$ cat src/design/flash_status_pkg.sv
// Constants and types shared by the flash status poller
package flash_status_pkg;
  // Register byte offsets on the control bus
  localparam logic [7:0] CTRL_OFFSET = 8'h00; // Command register
  localparam logic [7:0] STATUS_OFFSET = 8'h04; // Sticky event status
  localparam logic [7:0] MASK_OFFSET = 8'h08; // Interrupt mask
  localparam logic [7:0] ADDR_OFFSET = 8'h0c; // Poll and command address
  localparam logic [7:0] STATE_OFFSET = 8'h10; // Live state and last data
  localparam logic [7:0] WDATA_OFFSET = 8'h14; // Command data word
  // Command register fields
  localparam int CTRL_POLL_BIT = 0; // Start a status check
  localparam int CTRL_WRITE_BIT = 1; // Issue one flash write cycle
  localparam int CTRL_ERASE_BIT = 2; // Issue write and window check
  // Status and mask field positions
  localparam int EV_DONE_BIT = 0; // Operation finished well
  localparam int EV_FAIL_BIT = 1; // Timeout failure, reset sent
  localparam int EV_REJECT_BIT = 2; // Extra sector erase maybe rejected
  localparam int EV_WIDTH = 3; // Number of event bits
  // Status bit positions on the flash data bus
  localparam int POLL_BIT = 7; // data_polling_bit
  localparam int TOGGLE1_BIT = 6; // first_toggle_bit
  localparam int TIMEOUT_BIT = 5; // timeout_flag
  localparam int WINDOW_BIT = 3; // erase_window_flag
  localparam int TOGGLE2_BIT = 2; // second_toggle_bit
  // Reset command data
  localparam logic [7:0] RESET_CMD = 8'hf0;
  // Read and write access length in ns at 20 ns per clock; each strobe is held one clock less
  localparam int CLK_PERIOD_NS = 20;
  localparam int STROBE_NS = 100;
  localparam int STROBE_CYCLES = (STROBE_NS + CLK_PERIOD_NS - 1) / CLK_PERIOD_NS;
  // Reset values
  localparam logic [EV_WIDTH-1:0] MASK_RESET = 3'h0;
  // Poller states
  typedef enum logic [3:0] {
    ST_IDLE, ST_RD_FIRST, ST_RD_SECOND, ST_RD_THIRD, ST_RD_FOURTH,
    ST_WR_CMD, ST_WR_RESET, ST_WIN_BEFORE, ST_WIN_AFTER, ST_FINISH
  } state_t;
endpackage

$ cat src/design/flash_status_poller.sv
// Host controller that polls flash write status bits and reports outcome
`timescale 1ns/1ps
// How it works
// RULE1: read status twice, compare toggle bit
// RULE2: device toggle stops when done, data follows
// RULE3: still toggling: check timeout flag, retest
// RULE4: retest toggling with timeout: fail, reset
// RULE5: every new check starts from first read
// RULE6: device raises timeout flag past limit
// RULE7: device halts on zero to one program
// RULE8: after timeout failure send reset command
// RULE9: window flag low then high, restarted
// RULE10: window applies to sector erase only
// RULE11: window flag ignorable if commands fast
// RULE12: window high: device ignores other commands
// RULE13: check window before and after erase command
// RULE14: poll at the program or sector address
// RULE15: device polling bit complements until done
// RULE16: device first toggle inverts every read
// RULE17: device second toggle inverts in erase sectors
// RULE18: device ready busy low while working
module flash_status_poller
  import flash_status_pkg::*;
#(
  parameter int ADDR_WIDTH = 19 // Flash address width
)(
  input wire logic CLK_I,
  input wire logic RESET_N_I,
  // AXI4-Lite slave
  input wire logic [7:0] S_AXI_AWADDR_I,
  input wire logic S_AXI_AWVALID_I,
  output logic S_AXI_AWREADY_O,
  input wire logic [31:0] S_AXI_WDATA_I,
  input wire logic [3:0] S_AXI_WSTRB_I,
  input wire logic S_AXI_WVALID_I,
  output logic S_AXI_WREADY_O,
  output logic [1:0] S_AXI_BRESP_O,
  output logic S_AXI_BVALID_O,
  input wire logic S_AXI_BREADY_I,
  input wire logic [7:0] S_AXI_ARADDR_I,
  input wire logic S_AXI_ARVALID_I,
  output logic S_AXI_ARREADY_O,
  output logic [31:0] S_AXI_RDATA_O,
  output logic [1:0] S_AXI_RRESP_O,
  output logic S_AXI_RVALID_O,
  input wire logic S_AXI_RREADY_I,
  // Flash pins
  output logic [ADDR_WIDTH-1:0] FLASH_ADDR_O,
  output logic [7:0] FLASH_DQ_O,
  output logic FLASH_DQ_OE_O,
  input wire logic [7:0] FLASH_DQ_I,
  output logic FLASH_CE_N_O,
  output logic FLASH_OE_N_O,
  output logic FLASH_WE_N_O,
  input wire logic FLASH_READY_BUSY_I,
  // Interrupt
  output logic IRQ_O
);
  import flash_status_pkg::*;

  // Whole module state
  typedef struct packed {
    state_t state; // Sequencer state
    logic [3:0] cnt; // Strobe cycle counter
    logic [7:0] first_data; // Data of the first status read
    logic [7:0] last_data; // Most recent read data
    logic [ADDR_WIDTH-1:0] addr; // Poll and command address
    logic [7:0] wdata; // Command data
    logic [EV_WIDTH-1:0] status; // Sticky events
    logic [EV_WIDTH-1:0] mask; // Interrupt mask
    logic busy; // Sequence in progress
    logic erase_cmd; // Current write is an extra sector erase
    logic win_before; // Window flag seen before the erase command
    logic aw_held; // Write address accepted
    logic w_held; // Write data accepted
    logic [7:0] aw_addr; // Held write address
    logic [31:0] w_data; // Held write data
    logic bvalid; // Write response pending
    logic rvalid; // Read response pending
    logic [31:0] rdata; // Read response data
    logic ce_n; // Chip enable
    logic oe_n; // Output enable
    logic we_n; // Write enable
    logic dq_oe; // Data bus drive
  } regs_t;

  regs_t r; // Registered state
  regs_t next_r; // Next state

  // Toggle comparison between two reads
  function automatic logic toggled(input logic [7:0] a, input logic [7:0] b);
    toggled = a[TOGGLE1_BIT] != b[TOGGLE1_BIT];
  endfunction

  logic strobe_done; // Strobe held long enough
  logic [EV_WIDTH-1:0] ev; // Events raised this cycle
  logic wr_fire; // Register write taken
  logic [EV_WIDTH-1:0] clr; // Write-one-to-clear bits

  assign strobe_done = r.cnt == 4'(STROBE_CYCLES - 1);
  assign wr_fire = r.aw_held && r.w_held && !r.bvalid;

  // Next-state logic
  always_comb
  begin
    next_r = r;
    ev = '0;
    clr = '0;
    // Write channels accepted independently
    if (S_AXI_AWVALID_I && !r.aw_held)
    begin
      next_r.aw_held = 1'b1;
      next_r.aw_addr = S_AXI_AWADDR_I;
    end
    if (S_AXI_WVALID_I && !r.w_held)
    begin
      next_r.w_held = 1'b1;
      next_r.w_data = S_AXI_WDATA_I;
    end
    if (r.bvalid && S_AXI_BREADY_I)
      next_r.bvalid = 1'b0;
    // Register write decode
    if (wr_fire)
    begin
      next_r.aw_held = 1'b0;
      next_r.w_held = 1'b0;
      next_r.bvalid = 1'b1;
      unique case (r.aw_addr)
        STATUS_OFFSET: clr = r.w_data[EV_WIDTH-1:0];
        MASK_OFFSET: next_r.mask = r.w_data[EV_WIDTH-1:0];
        ADDR_OFFSET: if (!r.busy) next_r.addr = r.w_data[ADDR_WIDTH-1:0];
        WDATA_OFFSET: if (!r.busy) next_r.wdata = r.w_data[7:0];
        CTRL_OFFSET:
          if (!r.busy)
          begin
            // Every check starts at the first read
            if (r.w_data[CTRL_ERASE_BIT]) // see RULE13
            begin
              next_r.busy = 1'b1;
              next_r.erase_cmd = 1'b1;
              next_r.state = ST_WIN_BEFORE;
            end
            else if (r.w_data[CTRL_WRITE_BIT])
            begin
              next_r.busy = 1'b1;
              next_r.erase_cmd = 1'b0;
              next_r.state = ST_WR_CMD;
            end
            else if (r.w_data[CTRL_POLL_BIT]) // see RULE5
            begin
              next_r.busy = 1'b1;
              next_r.state = ST_RD_FIRST;
            end
          end
        default: ;
      endcase
    end
    // Read channel
    if (r.rvalid && S_AXI_RREADY_I)
      next_r.rvalid = 1'b0;
    else if (S_AXI_ARVALID_I && !r.rvalid)
    begin
      next_r.rvalid = 1'b1;
      unique case (S_AXI_ARADDR_I)
        CTRL_OFFSET: next_r.rdata = {31'h0, r.busy};
        STATUS_OFFSET: next_r.rdata = {29'h0, r.status};
        MASK_OFFSET: next_r.rdata = {29'h0, r.mask};
        ADDR_OFFSET: next_r.rdata = 32'(r.addr);
        STATE_OFFSET: next_r.rdata = {22'h0, FLASH_READY_BUSY_I, r.busy, r.last_data};
        WDATA_OFFSET: next_r.rdata = {24'h0, r.wdata};
        default: next_r.rdata = 32'h0;
      endcase
    end
    // Flash sequencer; each access holds its strobe STROBE_CYCLES - 1 clocks
    next_r.cnt = (r.state == ST_IDLE || r.state == ST_FINISH || strobe_done) ? 4'h0
      : r.cnt + 4'h1;
    unique case (r.state)
      ST_IDLE: ;
      ST_RD_FIRST, ST_RD_SECOND, ST_RD_THIRD, ST_RD_FOURTH, ST_WIN_BEFORE, ST_WIN_AFTER:
      begin
        // Reads use the programmed or erasing sector address
        next_r.ce_n = 1'b0; // see RULE14
        next_r.oe_n = 1'b0;
        next_r.we_n = 1'b1;
        next_r.dq_oe = 1'b0;
        if (strobe_done)
        begin
          next_r.oe_n = 1'b1;
          next_r.ce_n = 1'b1;
          next_r.last_data = FLASH_DQ_I;
          unique case (r.state)
            ST_RD_FIRST:
            begin
              next_r.first_data = FLASH_DQ_I;
              next_r.state = ST_RD_SECOND; // see RULE1
            end
            ST_RD_SECOND:
              if (!toggled(r.first_data, FLASH_DQ_I)) // see RULE1
              begin
                ev[EV_DONE_BIT] = 1'b1;
                next_r.state = ST_FINISH;
              end
              else if (FLASH_DQ_I[TIMEOUT_BIT]) // see RULE3
                next_r.state = ST_RD_THIRD;
              else
                next_r.state = ST_RD_FIRST; // Keep polling from the top
            ST_RD_THIRD:
            begin
              next_r.first_data = FLASH_DQ_I;
              next_r.state = ST_RD_FOURTH; // see RULE3
            end
            ST_RD_FOURTH:
              if (toggled(r.first_data, FLASH_DQ_I)) // see RULE4
                next_r.state = ST_WR_RESET;
              else
              begin
                ev[EV_DONE_BIT] = 1'b1;
                next_r.state = ST_FINISH;
              end
            ST_WIN_BEFORE: // see RULE13
            begin
              next_r.win_before = FLASH_DQ_I[WINDOW_BIT]; // see RULE13
              next_r.state = ST_WR_CMD;
            end
            default:
            begin
              // Window high before or after the command: may be rejected
              if (FLASH_DQ_I[WINDOW_BIT] || r.win_before) // see RULE13
                ev[EV_REJECT_BIT] = 1'b1;
              next_r.state = ST_RD_FIRST;
            end
          endcase
        end
      end
      ST_WR_CMD, ST_WR_RESET:
      begin
        next_r.ce_n = 1'b0;
        next_r.oe_n = 1'b1;
        next_r.we_n = 1'b0;
        next_r.dq_oe = 1'b1;
        if (strobe_done)
        begin
          next_r.ce_n = 1'b1;
          next_r.we_n = 1'b1;
          next_r.dq_oe = 1'b0;
          if (r.state == ST_WR_RESET)
          begin
            ev[EV_FAIL_BIT] = 1'b1; // see RULE8
            next_r.state = ST_FINISH;
          end
          else if (r.erase_cmd)
            next_r.state = ST_WIN_AFTER;
          else
            next_r.state = ST_FINISH;
        end
      end
      ST_FINISH:
      begin
        next_r.busy = 1'b0;
        next_r.state = ST_IDLE;
      end
      default: next_r.state = ST_IDLE;
    endcase
    // Set wins over clear
    next_r.status = (r.status & ~clr) | ev;
    if (!RESET_N_I)
    begin
      next_r = '0;
      next_r.state = ST_IDLE;
      next_r.mask = MASK_RESET;
      next_r.ce_n = 1'b1;
      next_r.oe_n = 1'b1;
      next_r.we_n = 1'b1;
    end
  end

  // State register
  always_ff @(posedge CLK_I)
  begin
    r <= next_r;
  end

  // Outputs
  assign S_AXI_AWREADY_O = !r.aw_held;
  assign S_AXI_WREADY_O = !r.w_held;
  assign S_AXI_BVALID_O = r.bvalid;
  assign S_AXI_BRESP_O = 2'h0;
  assign S_AXI_ARREADY_O = !r.rvalid;
  assign S_AXI_RVALID_O = r.rvalid;
  assign S_AXI_RDATA_O = r.rdata;
  assign S_AXI_RRESP_O = 2'h0;
  assign FLASH_ADDR_O = r.addr;
  assign FLASH_DQ_O = (r.state == ST_WR_RESET) ? RESET_CMD : r.wdata;
  assign FLASH_DQ_OE_O = r.dq_oe;
  assign FLASH_CE_N_O = r.ce_n;
  assign FLASH_OE_N_O = r.oe_n;
  assign FLASH_WE_N_O = r.we_n;
  assign IRQ_O = |(r.status & r.mask);

  // Second read always follows the first
  two_reads_a: assert property (@(posedge CLK_I) disable iff (!RESET_N_I) // see RULE1
    r.state == ST_RD_FIRST && strobe_done |=> r.state == ST_RD_SECOND)
    else $error("second status read missing");
  // Toggle with timeout goes to retest
  retest_timeout_a: assert property (@(posedge CLK_I) disable iff (!RESET_N_I) // see RULE3
    r.state == ST_RD_SECOND && strobe_done && toggled(r.first_data, FLASH_DQ_I)
    && FLASH_DQ_I[TIMEOUT_BIT] |=> r.state == ST_RD_THIRD)
    else $error("timeout retest skipped");
  // Retest still toggling sends reset
  fail_reset_a: assert property (@(posedge CLK_I) disable iff (!RESET_N_I) // see RULE4
    r.state == ST_RD_FOURTH && strobe_done && toggled(r.first_data, FLASH_DQ_I)
    |=> r.state == ST_WR_RESET ##4 (FLASH_WE_N_O == 1'b0 && FLASH_DQ_O == RESET_CMD)
    ##1 FLASH_DQ_OE_O == 1'b0)
    else $error("reset command not issued");
  // Failure event only after reset cycle
  fail_event_a: assert property (@(posedge CLK_I) disable iff (!RESET_N_I) // see RULE8
    $rose(r.status[EV_FAIL_BIT]) |-> $past(r.state) == ST_WR_RESET)
    else $error("failure without reset command");
  // Erase command checks window after the write
  window_after_a: assert property (@(posedge CLK_I) disable iff (!RESET_N_I) // see RULE13
    r.state == ST_WR_CMD && strobe_done && r.erase_cmd |=> r.state == ST_WIN_AFTER)
    else $error("window recheck missing");
  // New checks begin at first read
  restart_top_a: assert property (@(posedge CLK_I) disable iff (!RESET_N_I) // see RULE5
    r.state == ST_IDLE && next_r.state inside {ST_RD_SECOND, ST_RD_THIRD, ST_RD_FOURTH}
    |-> 1'b0)
    else $error("check resumed midway");
  // Reads hold the poll address
  poll_addr_a: assert property (@(posedge CLK_I) disable iff (!RESET_N_I) // see RULE14
    r.busy && $stable(r.busy) |-> $stable(FLASH_ADDR_O))
    else $error("poll address moved");
  // Write enable never with output enable
  strobes_a: assert property (@(posedge CLK_I) disable iff (!RESET_N_I)
    !(FLASH_WE_N_O == 1'b0 && FLASH_OE_N_O == 1'b0))
    else $error("write and read strobes overlap");
  // Data bus driven through every write strobe
  write_drive_a: assert property (@(posedge CLK_I) disable iff (!RESET_N_I)
    !FLASH_WE_N_O |-> FLASH_DQ_OE_O)
    else $error("write strobe without data drive");
  erase_c: cover property (@(posedge CLK_I) r.state == ST_WIN_AFTER && strobe_done);
  done_c: cover property (@(posedge CLK_I) $rose(r.status[EV_DONE_BIT]));
  fail_c: cover property (@(posedge CLK_I) $rose(r.status[EV_FAIL_BIT]));
  reject_c: cover property (@(posedge CLK_I) $rose(r.status[EV_REJECT_BIT]));
endmodule

$ cat config.mk
export PLATFORM = sky130hd
export DESIGN_NAME = flash_status_poller
export DESIGN_NICKNAME = d
export VERILOG_FILES = /design/src/design/flash_status_pkg.sv /design/src/design/flash_status_poller.sv
export SDC_FILE = /design/constraint.sdc
export NUM_CORES = 1
export LEC_CHECK = 0
export BUFFER_PORTS_ARGS = -buffer_cell sky130_fd_sc_hd__buf_2
export CAP_MARGIN = 20
export CELL_PAD_IN_SITES_DETAIL_PLACEMENT = 2
export CELL_PAD_IN_SITES_GLOBAL_PLACEMENT = 2
export CORE_ASPECT_RATIO = 0.75
export CORE_MARGIN = 1.5
export CORE_UTILIZATION = 30
export CTS_CLUSTER_SIZE = 14
export DETAILED_ROUTE_END_ITERATION = 7
export PLACE_DENSITY_LB_ADDON = 0.08
export SYNTH_ARGS = -nofsm -noshare
export SYNTH_HDL_FRONTEND = slang
export SYNTH_SLANG_ARGS = --single-unit
export TNS_END_PERCENT = 5
$ cat constraint.sdc
create_clock -name CLK_I -period 2.15 [get_ports CLK_I]
set_clock_uncertainty 0.05 [all_clocks]
set_input_delay 0.215 -clock CLK_I [delete_from_list [all_inputs] [get_ports CLK_I]]
set_output_delay 0.215 -clock CLK_I [all_outputs]
set_load 0.005 [all_outputs]
After elaboration in Yosys (flattened, before gate mapping)
Cells that the tools add are included.

storage, ports and cells
  bits in registers = 126
  word-level logic and storage cells = 130

cells by class
  add/sub/neg operators = 1
  equality and inequality tests = 20
  muxes and demuxes = 41
  bitwise gates (word level) = 7
  reductions and logical operators = 39

operators with widths
  kind                                                                    count
  19-bit case mux with 6 select lines                                     1
  4-bit 2-to-1 mux                                                        10
  8-bit by 4-bit equality test with 1-bit output (second input constant)  4
  8-bit by 5-bit equality test with 1-bit output (second input constant)  3
  4-bit by 3-bit equality test with 1-bit output (second input constant)  5
  4-bit case mux with 5 select lines                                      1
  1-bit 2-to-1 mux                                                        19
  8-bit by 3-bit equality test with 1-bit output (second input constant)  2
  8-bit logical NOT                                                       2
  2-bit OR reduction                                                      7
  4-bit case mux with 3 select lines                                      1
  3-bit AND reduction                                                     4
  2-bit 2-to-1 mux                                                        5
  4-bit by 2-bit equality test with 1-bit output (second input constant)  2
  4-bit equality test (second input constant)                             2
  8-bit 2-to-1 mux                                                        1
  4-bit case mux with 2 select lines                                      1
  2-bit AND reduction                                                     4
  1-bit logical AND                                                       7
  3-bit AND                                                               2
  3-bit 2-to-1 mux                                                        2
  2-bit nonzero test                                                      3
  6-bit OR reduction                                                      1
  5-bit OR reduction                                                      1
  11 further kinds                                                        18

Logic depth before layout (Yosys ltp)
Gate-level depths: netlist of run 1.

  depth in word-level cells = 8
  gate-level depth with buffers = 7
  depth with buffers taken out = 6

Worst setup path before layout of run 1
Ideal clock, no wire load.

  path type = reg2reg
  start point = register r[71] in the netlist's numbering
  end point = register r[89] in the netlist's numbering
  data arrival time = 1.697 ns
  data required time = 1.972 ns
  slack = 0.275 ns
  cell stages (with the launch flop) = 5
  buffers on the path = 0
  clock period less this slack = 1.875 ns
  cells stage by stage = dfxtp_1 or4_4 nor4_4 mux2i_1 nor2_1

on the way
  word-level cells in the longest chain between the ends = 2

RTL lines
  element                                         line                        source
  start: declaration                              flash_status_poller.sv:87   regs_t r;
  start signal: assignment                        flash_status_poller.sv:280  r <= next_r;
  8-bit by 5-bit equality test with 1-bit output  flash_status_poller.sv:128  unique case (r.aw_addr)
  3-bit AND reduction (no line)                   n/a

Every way passes these cells.
A chain may end at the register's enable or synchronous reset.

Final worst setup path of run 1
  start point = register r[138] in the netlist's numbering
  end point = register r[117] in the netlist's numbering

on the way
  word-level cells in the longest chain between the ends = 3
  elaborated cells on any way between the ends = 8
  classes of those cells = 6 x eq/ne; 2 x reduce/logical

RTL lines
  element                                                                       line                        source
  4-bit by 1-bit equality test with 1-bit output, or another cell as far along  flash_status_poller.sv:177  unique case (r.state)
  6-bit OR reduction *                                                          flash_status_poller.sv:177
  2-bit AND reduction (no line) *                                               n/a

Mark *: on every way between the ends. The rest lies on a longest branch, timed or not.

==> results of run 1 <==
## registers in the layout, summed over array words and instances, names as in the netlist
name,flops
S_AXI_BVALID_O,1
r,63
FLASH_OE_N_O,1
FLASH_CE_N_O,1
S_AXI_RVALID_O,1
FLASH_WE_N_O,1
FLASH_DQ_OE_O,1
S_AXI_RDATA_O,19
FLASH_ADDR_O,19
## worst max-delay path, stage by stage, from the launching register on
cell                      delay [ns]
sky130_fd_sc_hd__dfxtp_1        0.31
sky130_fd_sc_hd__buf_4          0.19
sky130_fd_sc_hd__or3_1          0.53
sky130_fd_sc_hd__a221o_1        0.50
sky130_fd_sc_hd__nand3_1        0.17
sky130_fd_sc_hd__a21oi_1        0.07
## metal layers
layer | part of all wire (%) | up-vias | global-route usage [%]
met1 | 52 | 2152 | 26.7
met4 | 0.83 | 0 | 3.85
met5 | 0 | - | 0
met3 | 4.5 | 12 | 4.49
met2 | 43 | 98 | 29.1
li1 | - | 2166 | -
## worst min-delay path by stage
stage,cells after the start,start,endpoint
after global routing,3,S_AXI_AWADDR_I[6],r[76]
final,3,S_AXI_AWVALID_I,r[79]
after CTS,3,S_AXI_AWVALID_I,r[79]
after detailed placement,2,S_AXI_RDATA_O[7],S_AXI_RDATA_O[7]
after global placement,3,S_AXI_AWVALID_I,r[79]
after floorplan,2,S_AXI_WVALID_I,r[78]
## placed cells by master (no fill, tap or decap), types with 3 or more instances in the layout
cell type	n
sky130_fd_sc_hd__nor2b_1	7
sky130_fd_sc_hd__a21oi_1	69
sky130_fd_sc_hd__nor2_1	43
sky130_fd_sc_hd__nand3b_1	9
sky130_fd_sc_hd__a22oi_1	17
sky130_fd_sc_hd__or3_1	3
sky130_fd_sc_hd__buf_2	107
sky130_fd_sc_hd__clkbuf_16	9
sky130_fd_sc_hd__nand4_1	3
sky130_fd_sc_hd__o21ai_0	34
sky130_fd_sc_hd__conb_1	17
sky130_fd_sc_hd__nand2_1	103
sky130_fd_sc_hd__buf_4	22
sky130_fd_sc_hd__mux2i_1	23
sky130_fd_sc_hd__inv_1	12
sky130_fd_sc_hd__or2_2	4
sky130_fd_sc_hd__nand3_1	17
sky130_fd_sc_hd__nor3_1	8
sky130_fd_sc_hd__nand2b_1	9
sky130_fd_sc_hd__and3b_1	4
sky130_fd_sc_hd__mux2_2	5
sky130_fd_sc_hd__dfxtp_1	107
## logic make-up after synthesis
kind of cell,Yosys count,share of synthesized area (%)
fa+ha+maj,2,0.497
simple gates,223,21.2
compound gates,145,17.0
other cells,1,0.0745
mux,29,6.14
xor+xnor,4,0.696
flops,107,42.6
buf+inv,102,11.8
## cell usage after synthesis, drive strengths merged (2+ instances only)
cell	instances	share of area, %
or3	3	0.37
buf	63	8.9
o211ai	2	0.30
xor2	2	0.35
and3b	4	0.70
nand2b	9	1.1
nor3	8	0.80
or2	4	0.50
ha	2	0.50
nand3b	9	1.3
clkbuf	26	1.9
mux2i	23	4.6
nand2	103	7.7
a21oi	69	6.9
dfxtp	107	43
or4	2	0.37
a21o	2	0.30
a21boi	2	0.30
o2bb2ai	2	0.35
nand3	17	1.7
nor2b	7	0.87
a22oi	17	2.5
nor2	43	3.2
inv	12	0.90
o21ai	34	3.4
nand4	3	0.37
nor4	4	0.92
xnor2	2	0.35
a221o	2	0.40
mux2	5	1.1
## metrics by stage
stage          setup WS, ns  util (%)  hold WS [ns]  power [mW]
2_1_floorplan         0.275         -         0.281        2.29
3_3_place_gp          0.144      34.1         0.382        2.40
3_5_place_dp         0.0838      34.1         0.392        2.41
4_1_cts               0.206      35.9        0.0186        4.07
5_1_grt              0.0177      35.9        0.0525        4.17
6_report              0.216      35.9        0.0306        4.00
## power by group through the flow
| stage | Clock (mW) | Sequential, mW | Combinational [mW] |
|---|---|---|---|
| finish | 1.63 | 2.07 | 0.302 |
| global route | 1.76 | 2.07 | 0.339 |
| CTS | 1.69 | 2.07 | 0.307 |
| detailed placement | 0 | 2.11 | 0.304 |
| global placement | 0 | 2.11 | 0.296 |
| floorplan | 0 | 2.09 | 0.199 |
## layout make-up
type / count / area share, %
sequential: 107 / 36.8
timing repair buffer: 130 / 12.4
clock buffer: 11 / 4.17
multi-input combinational: 420 / 40.5
inverter: 13 / 0.839
clock inverter: 3 / 0.689
tap: 210 / 4.52
==> impl_metrics.yaml, run 1 <==
grt:
  grt_usage_pct: 18.8
  initial_antenna_violation_count: 0
  grt_first_pass_wirelength_um: 25500
  grt_pass1_vias: 4559
  globalRoute.totalOverflow: 0
  largest_net_degree_at_the_start_of_global_routing: 87
yosys:
  synthesis.yosys.warnings: 0
  ys_async_sr_fraction_pct: 0
  number_of_enable_flip_flop_cells_after_synthesis: 0
  mappedNetlistArea_um2: 5030
  synth-main-ff-cell: "sky130_fd_sc_hd__dfxtp_1"
  synth_cells: 613
  synth_area_per_cell_um2: 8.21
  number_of_storage_elements_in_the_synthesis_netlist: 107
  synth-seq-area-share_pct: 42.6
  yosys.cell_types.count: 60
final_layout:
  final_cells: 894
  post_route_cells_drive_above_1_share_pct: 23.4
  final_cell_area_um2: 5810
  diodes: 0
  area_taken_by_multi_input_logic_gates_um2: 2360
  final_nets: 751
  synthToLayoutAreaGrowth_pct: 15.6
  num-fill-cells: 1913
  final-seq-area_um2: 2140
clock_tree:
  clock_pin_slew_worst_setup_and_hold_paths_ns: 0.07
  numCtsBuffers: 9
  tritoncts: "built"
  holdBufCountCts: 0
  h-tree-depth: 3
  clock_latency_ns: 0.35
  cts_post_setup_buffers_inserted: 0
  cts-resized-gates: 0
  cts.sinks: 107
  cts-root-buf: "sky130_fd_sc_hd__clkbuf_16"
  clock_tree.buffer_depth: 2
power_and_ir_drop:
  pwr-share-seq_pct: 51.6
  netSwitchingPower_uw: 942
  leakagePower_nw: 2.35
  cell_internal_pwr_mw: 3.06
  combinationalPowerShare_pct: 7.5
  power.share.switching_pct: 23.5
  clock_power_share_pct: 40.8
  vdd_ir_drop_max_mv: 0.343
  power_density_nw_per_um2: 688
setup_path:
  crit_path_end: "r[117]"
  r2r_cells: 5
  critPathLaunch: "r[138]"
  cp_data_arrival_time_ns: 2.11
  setup.worst_path.start_class: "flop"
  reg2reg_setup_slack_ns: 0.22
  critical_path_peak_fanout: 19
  cp_data_required_time_ns: 2.32
  setup.worst_path.end_class: "flop"
  class_of_the_most_critical_setup_path: "reg2reg"
  worst_r2r_startpoint: "r[138]"
  r2r-end: "r[117]"
placement:
  post_dp_cell_area_um2: 5530
  buffer_ports.inserted: 106
  place_congestion: 0.777
  dp.cells: 880
  place.detailed.hpwl_um: 12100
routing:
  initialDrtViolationCount: 146
  drt_drc_violations_left: 0
  drtAntennaViolNets: 0
  post_drt_via_cell_ratio: 4.95
  drt_wl_total_um: 16200
  route.detailed.wl_per_inst_um: 18.2
  detail_route.first_pass.iterations: 4
  routed-via-count: 4428
timing:
  drv_slew: 0
  timing.final.crit_share_pct: 90.0
  unrepaired_setup_endpoints_after_global_routing: "no"
  accumulated_negative_setup_slack_ns: 0
  hold_viol_final: 0
  fmax_mhz: 517
  timing_worst_slew_pin_value_ns: 0.699
  setup_violations: 0
  slew-limit-headroom_pct: 53.4
  timing.final.crit_period_ns: 1.93
run:
  number_of_max_cap_violations: 0
floorplan:
  floorplan.die.height_um: 115
  chipWidth_um: 153
  floorplan.rows: 40
  pin_count: 141
  core_region_area_um2: 16200
  die_area_um2: 17600
  start_util_pct: 31.0
worst_hold_path:
  timing.hold.worst.class: "in2reg"
status:
  result_of_the_run: "finished, final reports clean"
No activity file was read; power rests on OpenSTA's default activity.
==> inputs of run 2 (changes only) <==
--- a/config.mk
+++ b/config.mk
@@ -6,7 +6,6 @@
 export NUM_CORES = 1
 export LEC_CHECK = 0
 export BUFFER_PORTS_ARGS = -buffer_cell sky130_fd_sc_hd__buf_2
-export CAP_MARGIN = 20
 export CELL_PAD_IN_SITES_DETAIL_PLACEMENT = 2
 export CELL_PAD_IN_SITES_GLOBAL_PLACEMENT = 2
 export CORE_ASPECT_RATIO = 0.75
==> constraint.sdc (replaced) <==
create_clock -name CLK_I -period 2.15 [get_ports CLK_I]
set_clock_uncertainty 0.05 [all_clocks]
set_input_delay 0.215 -clock CLK_I [delete_from_list [all_inputs] [get_ports CLK_I]]
set_output_delay 0.215 -clock CLK_I [all_outputs]
set_load 0.01 [all_outputs]
==> run 2 against run 1 <==
  * Core utilization grew 0.36 points
  * Combinational power up 4%
  * Die area is the same
  * Final cell count is 0.11% higher
  * Clock-buffer cell count up 1
  * Largest cell class unchanged
==> impl_metrics.yaml, run 2 (synthesis gave the netlist of run 1 again) <==
final_layout:
  final_cell_area_um2: 5870
  mostFrequentLayoutCells: "sky130_fd_sc_hd__dfxtp_1 (107), sky130_fd_sc_hd__buf_2 (106), sky130_fd_sc_hd__nand2_1 (103)"
  diodes: 0
  register_bank_with_the_most_flops: "r"
  final_nets: 750
  final-seq-area_um2: 2140
  area_taken_by_multi_input_logic_gates_um2: 2370
  num-fill-cells: 1888
  mostFrequentLayoutCell: "sky130_fd_sc_hd__dfxtp_1"
  synthToLayoutAreaGrowth_pct: 16.7
  largest_register_ff_count: 63
  post_route_cells_drive_above_1_share_pct: 23.9
  final_cells: 895
setup_path:
  r2r_cells: 6
  cp_data_required_time_ns: 2.38
  worst_r2r_startpoint: "r[138]"
  reg2reg_setup_slack_ns: 0.22
  critical_path_peak_fanout: 19
  r2r-end: "r[117]"
  setup.worst_path.end_class: "flop"
  cp_data_arrival_time_ns: 2.16
  class_of_the_most_critical_setup_path: "reg2reg"
  setup.worst_path.start_class: "flop"
placement:
  dp.cells: 879
  post_dp_cell_area_um2: 5530
  buffer_ports.inserted: 106
  place_congestion: 0.776
  detailedPlace.worstSlack_ns: -0.0762
  place.detailed.hpwl_um: 12000
grt:
  grt_pass1_vias: 4622
  globalRoute.totalOverflow: 0
  grt_usage_pct: 19.1
  initial_antenna_violation_count: 1
  largest_net_degree_at_the_start_of_global_routing: 87
  grt_first_pass_wirelength_um: 26000
clock_tree:
  cts_post_setup_buffers_inserted: 0
  clock_latency_ns: 0.35
  clock_pin_slew_worst_setup_and_hold_paths_ns: 0.07
  clock_tree.buffer_depth: 2
  cts-resized-gates: 1
  tritoncts: "built"
  cts.sinks: 107
  cts-root-buf: "sky130_fd_sc_hd__clkbuf_16"
  holdBufCountCts: 0
  numCtsBuffers: 9
  h-tree-depth: 3
routing:
  initialDrtViolationCount: 241
  drt_wl_total_um: 16300
  post_drt_via_cell_ratio: 4.95
  route.detailed.wl_per_inst_um: 18.2
  detail_route.first_pass.iterations: 4
  routed-via-count: 4433
  drtAntennaViolNets: 0
  drt_drc_violations_left: 0
timing:
  timing.final.crit_period_ns: 1.93
  hold_viol_final: 0
  setup_violations: 0
  drv_slew: 0
  fmax_mhz: 518
  timing.final.crit_share_pct: 89.8
  slew-limit-headroom_pct: 53.1
  timing.final.ws_setup_ns: 0.219
  hold_ws_ns: 0.0377
  timing_worst_slew_pin_value_ns: 0.702
  unrepaired_setup_endpoints_after_global_routing: "no"
power_and_ir_drop:
  power.share.switching_pct: 23.4
  combinationalPowerShare_pct: 7.4
  pwr-share-seq_pct: 49.0
  netSwitchingPower_uw: 985
  leakagePower_nw: 2.36
  vdd_ir_drop_max_mv: 0.335
  cell_internal_pwr_mw: 3.22
  clock_power_share_pct: 43.5
  power_density_nw_per_um2: 717
worst_hold_path:
  worstHoldPathCells: 3
  holdCritStartpoint: "S_AXI_AWVALID_I"
  timing.hold.worst.class: "in2reg"
  hold_end: "r[79]"
run:
  number_of_max_cap_violations: 0
floorplan:
  start_util_pct: 31.0
  chipWidth_um: 153
  floorplan.rows: 40
  core_region_area_um2: 16200
  die_area_um2: 17600
  floorplan.die.height_um: 115
  pin_count: 141
status:
  result_of_the_run: "finished, final reports clean"
==> run 2: layer usage <==
layer / part of all wire [%] / up-vias / track usage [%]
met1: 52 / 2154 / 27.7
met4: 1.1 / 0 / 4.87
met5: 0 / - / 0
met2: 42 / 101 / 28.7
met3: 4.3 / 13 / 4.18
li1: - / 2165 / -
==> run 2: per-stage QoR <==
| stage | utilization [%] | setup TNS (ns) | total power [mW] |
|---|---|---|---|
| detailed placement | 34.1 | -0.214 | 2.43 |
| floorplan | - | 0 | 2.30 |
| CTS | 36.1 | 0 | 4.26 |
| finish | 36.2 | 0 | 4.21 |
| global route | 36.2 | 0 | 4.39 |
| global placement | 34.1 | 0 | 2.41 |
==> run 2: worst max-delay path: stages (launching register included) <==
cell	delay, ns
sky130_fd_sc_hd__dfxtp_1	0.31
sky130_fd_sc_hd__buf_4	0.19
sky130_fd_sc_hd__or3_4	0.45
sky130_fd_sc_hd__a221oi_1	0.29
sky130_fd_sc_hd__buf_4	0.22
sky130_fd_sc_hd__o21ai_0	0.14
sky130_fd_sc_hd__a21oi_1	0.19
==> run 2: layout make-up <==
type | instances | share of cell area (%)
tap | 210 | 4.47
clock inverter | 4 | 1.24
multi-input combinational | 420 | 40.4
inverter | 13 | 0.831
sequential | 107 | 36.5
clock buffer | 12 | 4.37
timing repair buffer | 129 | 12.2
==> run 2: power groups by stage <==
stage | registers [mW] | logic (mW) | clock network [mW]
CTS | 2.06 | 0.318 | 1.88
global route | 2.07 | 0.351 | 1.96
detailed placement | 2.11 | 0.316 | 0
floorplan | 2.09 | 0.208 | 0
global placement | 2.11 | 0.306 | 0
finish | 2.06 | 0.313 | 1.83
==> run 2: worst max path at each step <==
stage | slack (ns) | start | depth (start not counted) | endpoint
finish | 0.22 | r[138] | 6 | r[117]
global route | 0.09 | r[138] | 6 | r[117]
CTS | 0.01 | r[136] | 3 | FLASH_DQ_O[5]
detailed placement | -0.08 | r[136] | 3 | FLASH_DQ_O[5]
global placement | 0.13 | r[136] | 3 | FLASH_DQ_O[5]
floorplan | 0.28 | r[71] | 4 | r[89]
